$ cat config.mk
export PLATFORM = sky130hd
export DESIGN_NAME = pspc_top
export DESIGN_NICKNAME = d
export VERILOG_FILES = /design/src/core/pspc_pkg.sv /design/src/core/pspc_sync_if.sv /design/src/core/pspc_sync.sv /design/src/core/pspc_top.sv
export SDC_FILE = /design/constraint.sdc
export NUM_CORES = 1
export LEC_CHECK = 0
export ABC_AREA = 0
export BUFFER_PORTS_ARGS = -buffer_cell sky130_fd_sc_hd__buf_2
export CAP_MARGIN = 10
export CORE_AREA = 2 2 59 72
export CTS_CLUSTER_DIAMETER = 200
export DETAILED_ROUTE_END_ITERATION = 10
export DIE_AREA = 0 0 61 74
export PLACE_DENSITY = 0.84
export SETUP_SLACK_MARGIN = 0.5
export SLEW_MARGIN = 20
export SYNTH_ARGS = -nofsm -noshare
export SYNTH_HDL_FRONTEND = slang
export SYNTH_SLANG_ARGS = --single-unit
$ cat constraint.sdc
create_clock -name core_clk -period 1.6 [get_ports core_clk]
set_input_delay 0.08 -clock core_clk [delete_from_list [all_inputs] [get_ports core_clk]]
set_output_delay 0.08 -clock core_clk [all_outputs]
set_load 0.01 [all_outputs]
$ cat src/core/pspc_pkg.sv
package pspc_pkg;
   // ----------------------------------------
   // Mode strap codes (bit2, bit1, bit0)
   // ----------------------------------------
   localparam logic [2:0] PSPC_MODE_BRIDGE_DUAL = 3'h0;
   localparam logic [2:0] PSPC_MODE_BRIDGE_NOOVL = 3'h1;
   localparam logic [2:0] PSPC_MODE_BRIDGE_SINGLE = 3'h2;
   localparam logic [2:0] PSPC_MODE_PARALLEL = 3'h3;
   localparam logic [2:0] PSPC_MODE_SINGLE_FULL = 3'h4;
   localparam logic [2:0] PSPC_MODE_SINGLE_NOOVL = 3'h5;
   // ----------------------------------------
   // Half-bridge vector positions
   // ----------------------------------------
   localparam int PSPC_HB_A = 0;
   localparam int PSPC_HB_B = 1;
   localparam int PSPC_HB_C = 2;
   localparam int PSPC_HB_D = 3;
   localparam int PSPC_NUM_HB = 4;
   // ----------------------------------------
   // Timing
   // ----------------------------------------
   localparam int PSPC_CLK_MHZ = 100;
   localparam int PSPC_STRAP_SETTLE = 2;
   localparam logic [3:0] PSPC_RESET_VAL = 4'h0;
   typedef enum logic [3:0] {
      PSPC_ST_STRAP = 4'h1,
      PSPC_ST_CHECK = 4'h2,
      PSPC_ST_RUN = 4'h4,
      PSPC_ST_HALT = 4'h8
   } pspc_state_t;
endpackage

$ cat src/core/pspc_sync_if.sv
`timescale 1ns/1ps
interface pspc_sync_if #(parameter int W = 8);
   logic [W-1:0] raw;
   logic [W-1:0] synced;
   modport syncer (input raw, output synced);
   modport user (output raw, input synced);
endinterface

$ cat src/core/pspc_sync.sv
`timescale 1ns/1ps
module pspc_sync
   import pspc_pkg::*;
#(
   parameter int W = 8
) (
   input wire logic core_clk,
   input wire logic rst_n,
   pspc_sync_if.syncer port
);
   // ----------------------------------------
   // Two-stage synchroniser
   // ----------------------------------------
   logic [W-1:0] stage1;
   logic [W-1:0] stage2;
   always_ff @(posedge core_clk or negedge rst_n) begin
      if (!rst_n) begin
         stage1 <= '0;
         stage2 <= '0;
      end else begin
         stage1 <= port.raw;
         stage2 <= stage1;
      end
   end
   assign port.synced = stage2;
endmodule

$ cat src/core/pspc_top.sv
`timescale 1ns/1ps
// What this block does
// - During the pin short check hold shutdown low; pair resets only switch the weak pulldowns.
// - A check that finds no short passes and releases the shutdown flag.
// - Pair resets never restart the short check; it runs once per start-up.
// - Run the short check in bridged and parallel modes, skip it single-ended.
// - Warning flag low while the warning comparator reports overheating.
// - Overtemperature trip puts all outputs Hi-Z, shutdown low, latches error.
// - Only a pair reset assertion or power-on reset clears the latched overtemperature error.
// - Power-on reset clears overload state before operation starts.
// - Undervoltage forces Hi-Z and shutdown low; recovery is automatic.
// - Both flags are active-low open-drain outputs with pull-ups.
// - Any shutting fault pulls shutdown low; warning reported independently.
// - Once running, any pair reset low releases the shutdown flag regardless of faults.
// - A pair reset low puts that pair's half-bridges in Hi-Z.
// - Bridged modes enable weak pulldowns on a reset pair; single-ended never.
// - A rising pair reset edge clears latched overload and resumes switching.
// - Straps decode into bridged, parallel, single-ended modes or reserved.
// - Parallel mode uses PWM D to choose single-line or dual-line input.
// - Overload shutdown latches per pair, A/B and C/D; a rising edge on either pair reset clears both.
// - Other faults, except the latched overtemperature error, clear by themselves once the condition disappears.
module pspc_top
   import pspc_pkg::*;
(
   input wire logic core_clk,
   input wire logic rst_n,
   input wire logic mode_strap_bit0,
   input wire logic mode_strap_bit1,
   input wire logic mode_strap_bit2,
   input wire logic pair_ab_reset_n,
   input wire logic pair_cd_reset_n,
   input wire logic temp_warn_trip,
   input wire logic temp_error_trip,
   input wire logic undervoltage_guard,
   input wire logic overload_ab,
   input wire logic overload_cd,
   input wire logic short_found,
   input wire logic short_check_done,
   input wire logic pwm_d_in,
   input wire logic shutdown_flag_n_in,
   output logic shutdown_flag_n_out,
   output logic shutdown_flag_n_oe,
   input wire logic temp_warning_n_in,
   output logic temp_warning_n_out,
   output logic temp_warning_n_oe,
   output logic pin_short_check,
   output logic short_check_start,
   output logic [3:0] hb_enable,
   output logic [3:0] weak_pulldown_en,
   output logic pwm_d_pulldown_en,
   output logic dual_line_input,
   output logic single_line_input,
   output logic bridged_mode,
   output logic parallel_bridged_mode,
   output logic single_ended_mode,
   output logic overload_enable,
   output logic overtemp_error_latch,
   output logic [1:0] overload_shutdown,
   output logic mode_reserved
);
   // ----------------------------------------
   // Input synchronisation
   // ----------------------------------------
   localparam int SW = 13;
   pspc_sync_if #(.W(SW)) sif ();
   assign sif.raw = {mode_strap_bit2, mode_strap_bit1, mode_strap_bit0,
                     pair_ab_reset_n, pair_cd_reset_n, temp_warn_trip,
                     temp_error_trip, undervoltage_guard, overload_ab,
                     overload_cd, short_found, short_check_done, pwm_d_in};
   pspc_sync #(.W(SW)) pspc_sync_inst (
      .core_clk(core_clk),
      .rst_n(rst_n),
      .port(sif.syncer)
   );
   logic [2:0] strap_s;
   logic rab_s, rcd_s, twarn_s, terr_s, uv_s, ol_ab_s, ol_cd_s;
   logic short_s, done_s, pwmd_s;
   assign strap_s = sif.synced[12:10];
   assign rab_s = sif.synced[9];
   assign rcd_s = sif.synced[8];
   assign twarn_s = sif.synced[7];
   assign terr_s = sif.synced[6];
   assign uv_s = sif.synced[5];
   assign ol_ab_s = sif.synced[4];
   assign ol_cd_s = sif.synced[3];
   assign short_s = sif.synced[2];
   assign done_s = sif.synced[1];
   assign pwmd_s = sif.synced[0];

   // ----------------------------------------
   // Start-up sequence
   // ----------------------------------------
   // Straps are static; a settle count lets the synchronisers fill first.
   pspc_state_t state;
   logic [1:0] settle;
   logic [2:0] mode;
   always_ff @(posedge core_clk or negedge rst_n) begin
      if (!rst_n) begin
         state <= PSPC_ST_STRAP;
         settle <= '0;
         mode <= 3'h0;
      end else begin
         case (state)
            PSPC_ST_STRAP: begin
               settle <= settle + 2'h1;
               if (settle == 2'(PSPC_STRAP_SETTLE)) begin
                  mode <= strap_s;
                  if (strap_s[2:1] == 2'h3) begin
                     state <= PSPC_ST_HALT;
                  end else if (strap_s[2]) begin
                     state <= PSPC_ST_RUN;
                  end else begin
                     state <= PSPC_ST_CHECK;
                  end
               end
            end
            PSPC_ST_CHECK: begin
               if (done_s && !short_s) begin
                  state <= PSPC_ST_RUN;
               end
            end
            PSPC_ST_RUN: begin
               state <= PSPC_ST_RUN;
            end
            PSPC_ST_HALT: begin
               state <= PSPC_ST_HALT;
            end
            default: begin
               state <= PSPC_ST_STRAP;
            end
         endcase
      end
   end

   // ----------------------------------------
   // Mode decode
   // ----------------------------------------
   logic running, checking;
   assign running = (state == PSPC_ST_RUN);
   assign checking = (state == PSPC_ST_CHECK);
   always_comb begin
      bridged_mode = 1'b0;
      parallel_bridged_mode = 1'b0;
      single_ended_mode = 1'b0;
      overload_enable = 1'b1;
      mode_reserved = 1'b0;
      case (mode)
         PSPC_MODE_BRIDGE_DUAL: bridged_mode = 1'b1;
         PSPC_MODE_BRIDGE_NOOVL: begin
            bridged_mode = 1'b1;
            overload_enable = 1'b0;
         end
         PSPC_MODE_BRIDGE_SINGLE: bridged_mode = 1'b1;
         PSPC_MODE_PARALLEL: parallel_bridged_mode = 1'b1;
         PSPC_MODE_SINGLE_FULL: single_ended_mode = 1'b1;
         PSPC_MODE_SINGLE_NOOVL: begin
            single_ended_mode = 1'b1;
            overload_enable = 1'b0;
         end
         default: begin
            mode_reserved = 1'b1;
            overload_enable = 1'b0;
         end
      endcase
      if (state == PSPC_ST_STRAP || state == PSPC_ST_HALT) begin
         mode_reserved = (state == PSPC_ST_HALT);
      end
   end
   assign pwm_d_pulldown_en = parallel_bridged_mode;
   always_comb begin
      dual_line_input = 1'b0;
      single_line_input = 1'b0;
      if (parallel_bridged_mode) begin
         dual_line_input = pwmd_s;
         single_line_input = !pwmd_s;
      end else if (mode == PSPC_MODE_BRIDGE_DUAL || mode == PSPC_MODE_BRIDGE_NOOVL) begin
         dual_line_input = 1'b1;
      end else if (!mode_reserved) begin
         single_line_input = 1'b1;
      end
   end

   // ----------------------------------------
   // Pair reset edges
   // ----------------------------------------
   // Reset inputs are gated out while the short check runs.
   logic rab_q, rcd_q, rab_rise, rcd_rise, any_reset_low;
   always_ff @(posedge core_clk or negedge rst_n) begin
      if (!rst_n) begin
         rab_q <= 1'b1;
         rcd_q <= 1'b1;
      end else begin
         rab_q <= rab_s;
         rcd_q <= rcd_s;
      end
   end
   assign rab_rise = running && rab_s && !rab_q;
   assign rcd_rise = running && rcd_s && !rcd_q;
   assign any_reset_low = running && (!rab_s || !rcd_s);

   // ----------------------------------------
   // Fault latches
   // ----------------------------------------
   always_ff @(posedge core_clk or negedge rst_n) begin
      if (!rst_n) begin
         overtemp_error_latch <= 1'b0;
      end else if (running && terr_s) begin
         overtemp_error_latch <= 1'b1;
      end else if (any_reset_low) begin
         overtemp_error_latch <= 1'b0;
      end
   end
   always_ff @(posedge core_clk or negedge rst_n) begin
      if (!rst_n) begin
         overload_shutdown <= 2'h0;
      end else begin
         if (running && overload_enable && ol_ab_s) begin
            overload_shutdown[0] <= 1'b1;
         end else if (rab_rise || rcd_rise) begin
            overload_shutdown[0] <= 1'b0;
         end
         if (running && overload_enable && ol_cd_s) begin
            overload_shutdown[1] <= 1'b1;
         end else if (rab_rise || rcd_rise) begin
            overload_shutdown[1] <= 1'b0;
         end
      end
   end

   // ----------------------------------------
   // Output stage control
   // ----------------------------------------
   logic global_off, shut_fault, next_shdn_oe;
   assign global_off = !running || uv_s || overtemp_error_latch;
   assign shut_fault = uv_s || overtemp_error_latch || (|overload_shutdown);
   genvar g;
   generate
      for (g = 0; g < PSPC_NUM_HB; g++) begin : g_hb
         localparam int P = g / 2;
         logic pair_rst;
         assign pair_rst = (P == 0) ? !rab_s : !rcd_s;
         always_ff @(posedge core_clk or negedge rst_n) begin
            if (!rst_n) begin
               hb_enable[g] <= 1'b0;
               weak_pulldown_en[g] <= 1'b0;
            end else begin
               hb_enable[g] <= !global_off && !overload_shutdown[P] && !pair_rst;
               weak_pulldown_en[g] <= pair_rst && !single_ended_mode
                  && !mode_reserved && state != PSPC_ST_STRAP;
            end
         end
      end
   endgenerate
   // Reset low forces the flag released only in run; the check, strap and halt states hold it.
   assign next_shdn_oe = checking || (running && shut_fault && !any_reset_low)
                        || state == PSPC_ST_STRAP || state == PSPC_ST_HALT;
   always_ff @(posedge core_clk or negedge rst_n) begin
      if (!rst_n) begin
         shutdown_flag_n_oe <= 1'b1;
         temp_warning_n_oe <= 1'b0;
      end else begin
         shutdown_flag_n_oe <= next_shdn_oe;
         temp_warning_n_oe <= twarn_s;
      end
   end
   assign shutdown_flag_n_out = 1'b0;
   assign temp_warning_n_out = 1'b0;
   assign pin_short_check = checking;
   assign short_check_start = checking;
endmodule

==> metrics.log <==
INFO  metric grt_pass1_vias = 1,240
INFO  metric clock_power_share = 17.1%
INFO  metric yosysWarningCount = 0
INFO  metric synthCells = 129
INFO  metric via_per_inst = 4.76
INFO  metric p_int = 2.76 mW
INFO  metric routed_wirelength = 3410 µm
INFO  metric crit_required = 1.52 ns
INFO  metric post_dp_cell_area = 1970 µm²
INFO  metric placed_cells_incl_taps = 213
INFO  metric report.final.setup_viol = 0
INFO  metric hold_path_class = input pin to asynchronous set/reset pin
INFO  metric relative_max_transition_margin = 66.2%
INFO  metric io_pins = 42
INFO  metric power.combinational.fraction = 44.8%
INFO  metric drt_pre_antenna_iters = 4
INFO  metric preCtsSetupSlack = 0.0855 ns
INFO  metric ys.flop_type = dfrtp_1
INFO  metric dr_total_vias = 1,205
INFO  metric timing.max_cap.violations = 0
INFO  metric fp.dieH = 74 µm
INFO  metric routed_wirelength_normalized_by_instance_count = 13.5 µm
INFO  metric worstPathMaxFanout = 4
INFO  metric clk_root_buffer_cell = clkbuf_8
INFO  metric worst-slew-pin-transition = 0.506 ns
INFO  metric tritoncts = yes
INFO  metric synthDominantAreaCellType = dfrtp_1
INFO  metric pwr_density_cell = 1680 nW/µm²
INFO  metric yosysUniqueCellTypes = 42
INFO  metric floorplan.die_area = 4510 µm²
INFO  metric final_critical_path_setup_slack = 0.0129 ns
INFO  metric std_cell_rows = 25
INFO  metric detailed_place_hpwl = 1920 µm
INFO  metric vdd_drop_max = 1.20 mV
INFO  metric fin_crit = 1.59 ns
INFO  metric yosys_register_bits = 46
INFO  metric cts.reportedPaths.clkPinSlew = 0.09 ns
INFO  metric layout-area-overhead-vs-synth = 44.4%
INFO  metric yosysSeqAreaShare = 66.2%
INFO  metric drtIter0Drc = 24
INFO  metric setup.worst_path.end_class = primary output
INFO  metric grt_util_all_layers = 16.9%
INFO  metric synth_fa_ha_area_share = 0.717%
INFO  metric timing_max_transition_violations_final = 0
INFO  metric netlist.area_leader.share = 60.2%
INFO  metric skew = 0.00547 ns
INFO  metric numCtsBuffers = 5
INFO  metric post_route_cells_drive_above_1_share = 54.3%
INFO  metric share_seq_of_total_power = 38.1%
INFO  metric worstReg2RegStart = state[3]
INFO  metric fmax = 630 MHz
INFO  metric rsz0062_at_grt = true
INFO  metric slowest_stage = dfrtp_1
INFO  metric run_status = complete, no violations
INFO  metric synth.top_cells.by_area = dfrtp_1 (60%), dfstp_2 (6.0%), buf_4 (3.9%)
INFO  metric final.period_utilization = 99.2%
INFO  metric ctsHtreeMaxLevel = 2
INFO  metric timing_hold_violations_final = 0
INFO  metric timing.critical_path.cells = buf_6 -> or3b_1 -> a22oi_2 -> a21oi_2 -> buf_2
INFO  metric final.setup.tns = 0 ns
INFO  metric start_kind = flop
INFO  metric yosys-mux-area-fraction = 2.51%
INFO  metric netlist_area_pre_place = 1750 µm²
INFO  metric synth_enable_flop_cells = 0
INFO  metric power = 4.24 mW
INFO  metric cts.sink_count = 46
INFO  metric synth-compound-area-share = 8.10%
INFO  metric antenna_violating_nets_post_route = 0
INFO  metric switching_share_of_power = 35.0%
INFO  metric place.gp.congestion = 0.812
INFO  metric synthSimpleGateAreaFrac = 13.8%
INFO  metric number_of_antenna_violations_at_the_first_check_in_global_routing = 0
INFO  metric grt_first_pass_wirelength = 5420 µm
INFO  metric clk_lat_worst_skew = 0.30 ns
INFO  metric synthesized_area_fraction_occupied_by_xor_and_xnor_cells = 1.51%
INFO  metric total_leakage_power = 1.17 nW
INFO  metric final_cells = 253
INFO  metric start_util = 45.4%
INFO  metric cpPeakStageDelay = 0.38 ns
INFO  metric pin_count_of_the_biggest_net_entering_global_routing = 26
INFO  metric insertedDiodeCount = 0
INFO  metric drc = 0
INFO  metric synth_top_family_by_area = simple AND/OR/NAND/NOR gates
INFO  metric fin_nets = 216
INFO  metric post-route-cell-area = 2520 µm²
INFO  metric worst-r2r-cell-count = 5
INFO  metric core-area = 3850 µm²
INFO  metric numPortBuffers = 37
INFO  metric r2r-end = state[2]
INFO  metric gr-total-overflow = 0
INFO  metric timing.setup.critical_path_class = flop to primary output
INFO  metric worst-r2r-setup-slack = 0.05 ns
INFO  metric async_reset_ff_share = 100%
INFO  metric clockBufferDepth = 2
INFO  metric avgSynthCellArea = 13.5 µm²
INFO  metric die_width = 61 µm
INFO  metric critical_path_arrival = 1.51 ns
INFO  metric power.switching = 1.48 mW
cell families after synthesis:
group | after synthesis
compound gates | 21
xor+xnor | 3
fa+ha+maj | 1
buf+inv | 19
flops | 46
mux | 4
other cells | 1
simple gates | 34
state kept, by name, indices dropped and copies added, names as in the netlist, 2 cells and up:
register,flops
pspc_sync_inst.port.synced,13
pspc_sync_inst.stage1,13
state,4
mode,3
hb_enable,2
overload_shutdown,2
settle,2
weak_pulldown_en,2
layout make-up:
class                   instances  area (µm²)
clock inverters                 3        27.5
multi-input cells              65         603
flip-flops and latches         46        1160
fillers                       270        1330
inverters                       5        21.3
clock buffers                   5        68.8
well taps                      54        67.6
repair buffers                 75         571
power groups by stage:
stage          clock network (mW)  registers [mW]  logic, mW
2_1_floorplan                   0            1.54       1.00
3_3_place_gp                    0            1.61       1.17
3_5_place_dp                    0            1.62       1.20
4_1_cts                     0.748            1.57       1.69
5_1_grt                     0.795            1.64       2.04
6_report                    0.727            1.61       1.90
per-stage QoR:
step | hold slack (ns) | util, %
after floorplan | -0.216 | -
after global placement | 0.0664 | 51.3
after detailed placement | 0.0770 | 51.3
after CTS | 0.277 | 63.3
after global routing | 0.330 | 65.5
final | 0.284 | 65.5
Yosys cell counts, drive strengths merged, types with 2 or more instances:
| cell | n |
|---|---|
| a21o | 2 |
| a21oi | 4 |
| a22o | 3 |
| buf | 12 |
| clkbuf | 2 |
| dfrtp | 42 |
| dfstp | 4 |
| inv | 5 |
| mux2 | 3 |
| nand2 | 8 |
| nor2 | 6 |
| nor2b | 5 |
| nor3b | 2 |
| nor4b | 2 |
| o21ai | 7 |
| or2 | 2 |
| xnor2 | 2 |
layout by cell type, fill, tap and decap left out, drive strengths merged, types with 2 or more instances in the layout:
cell type / n
nand2: 8
buf: 61
a22o: 3
conb: 2
nor3b: 2
dfstp: 4
nor2b: 5
nor2: 6
or2: 2
nor4b: 2
o21ai: 7
a21oi: 4
xnor2: 2
a21o: 2
clkbuf: 5
dfrtp: 42
dlygate4sd3: 14
inv: 7
mux2: 3
routing by layer:
metal	track usage [%]	share of wire (%)	routed length, µm	vias up
li1	-	-	-	560
met5	0	0	0	-
met1	19.1	38	1300	595
met2	28.8	55	1890	41
met4	7.97	2.1	73	0
met3	5.39	4.4	149	9
worst max-delay path, delay by kind of cell, from the launching register on:
kind,cells,cell delay [ns]
AOI/OAI and AO/OA,2,0.22
and+or+nand+nor,1,0.35
buffers and inverters,2,0.26
DFF,1,0.38
worst max-delay path by stage:
stage / start / cells past startpoint / end / slack [ns]
3_3_place_gp: state[1] / 3 / state[2] / 0.13
5_1_grt: state[3] / 5 / single_line_input / -0.06
3_5_place_dp: state[1] / 3 / state[2] / 0.09
2_1_floorplan: state[2] / 4 / mode[0] / 0.14
4_1_cts: state[3] / 5 / single_line_input / 0.005
6_report: state[3] / 5 / single_line_input / 0.01
what timing repair did:
action | CTS | global route
hold endpoints to repair | 33 | 0
hold buffers | 14 | 0
pin swaps | 8 | 4
setup buffers | 15 | 3
resized for setup | 27 | 13
endpoints found under the setup margin | 27 | 27
(Power assumes the default switching activity.)
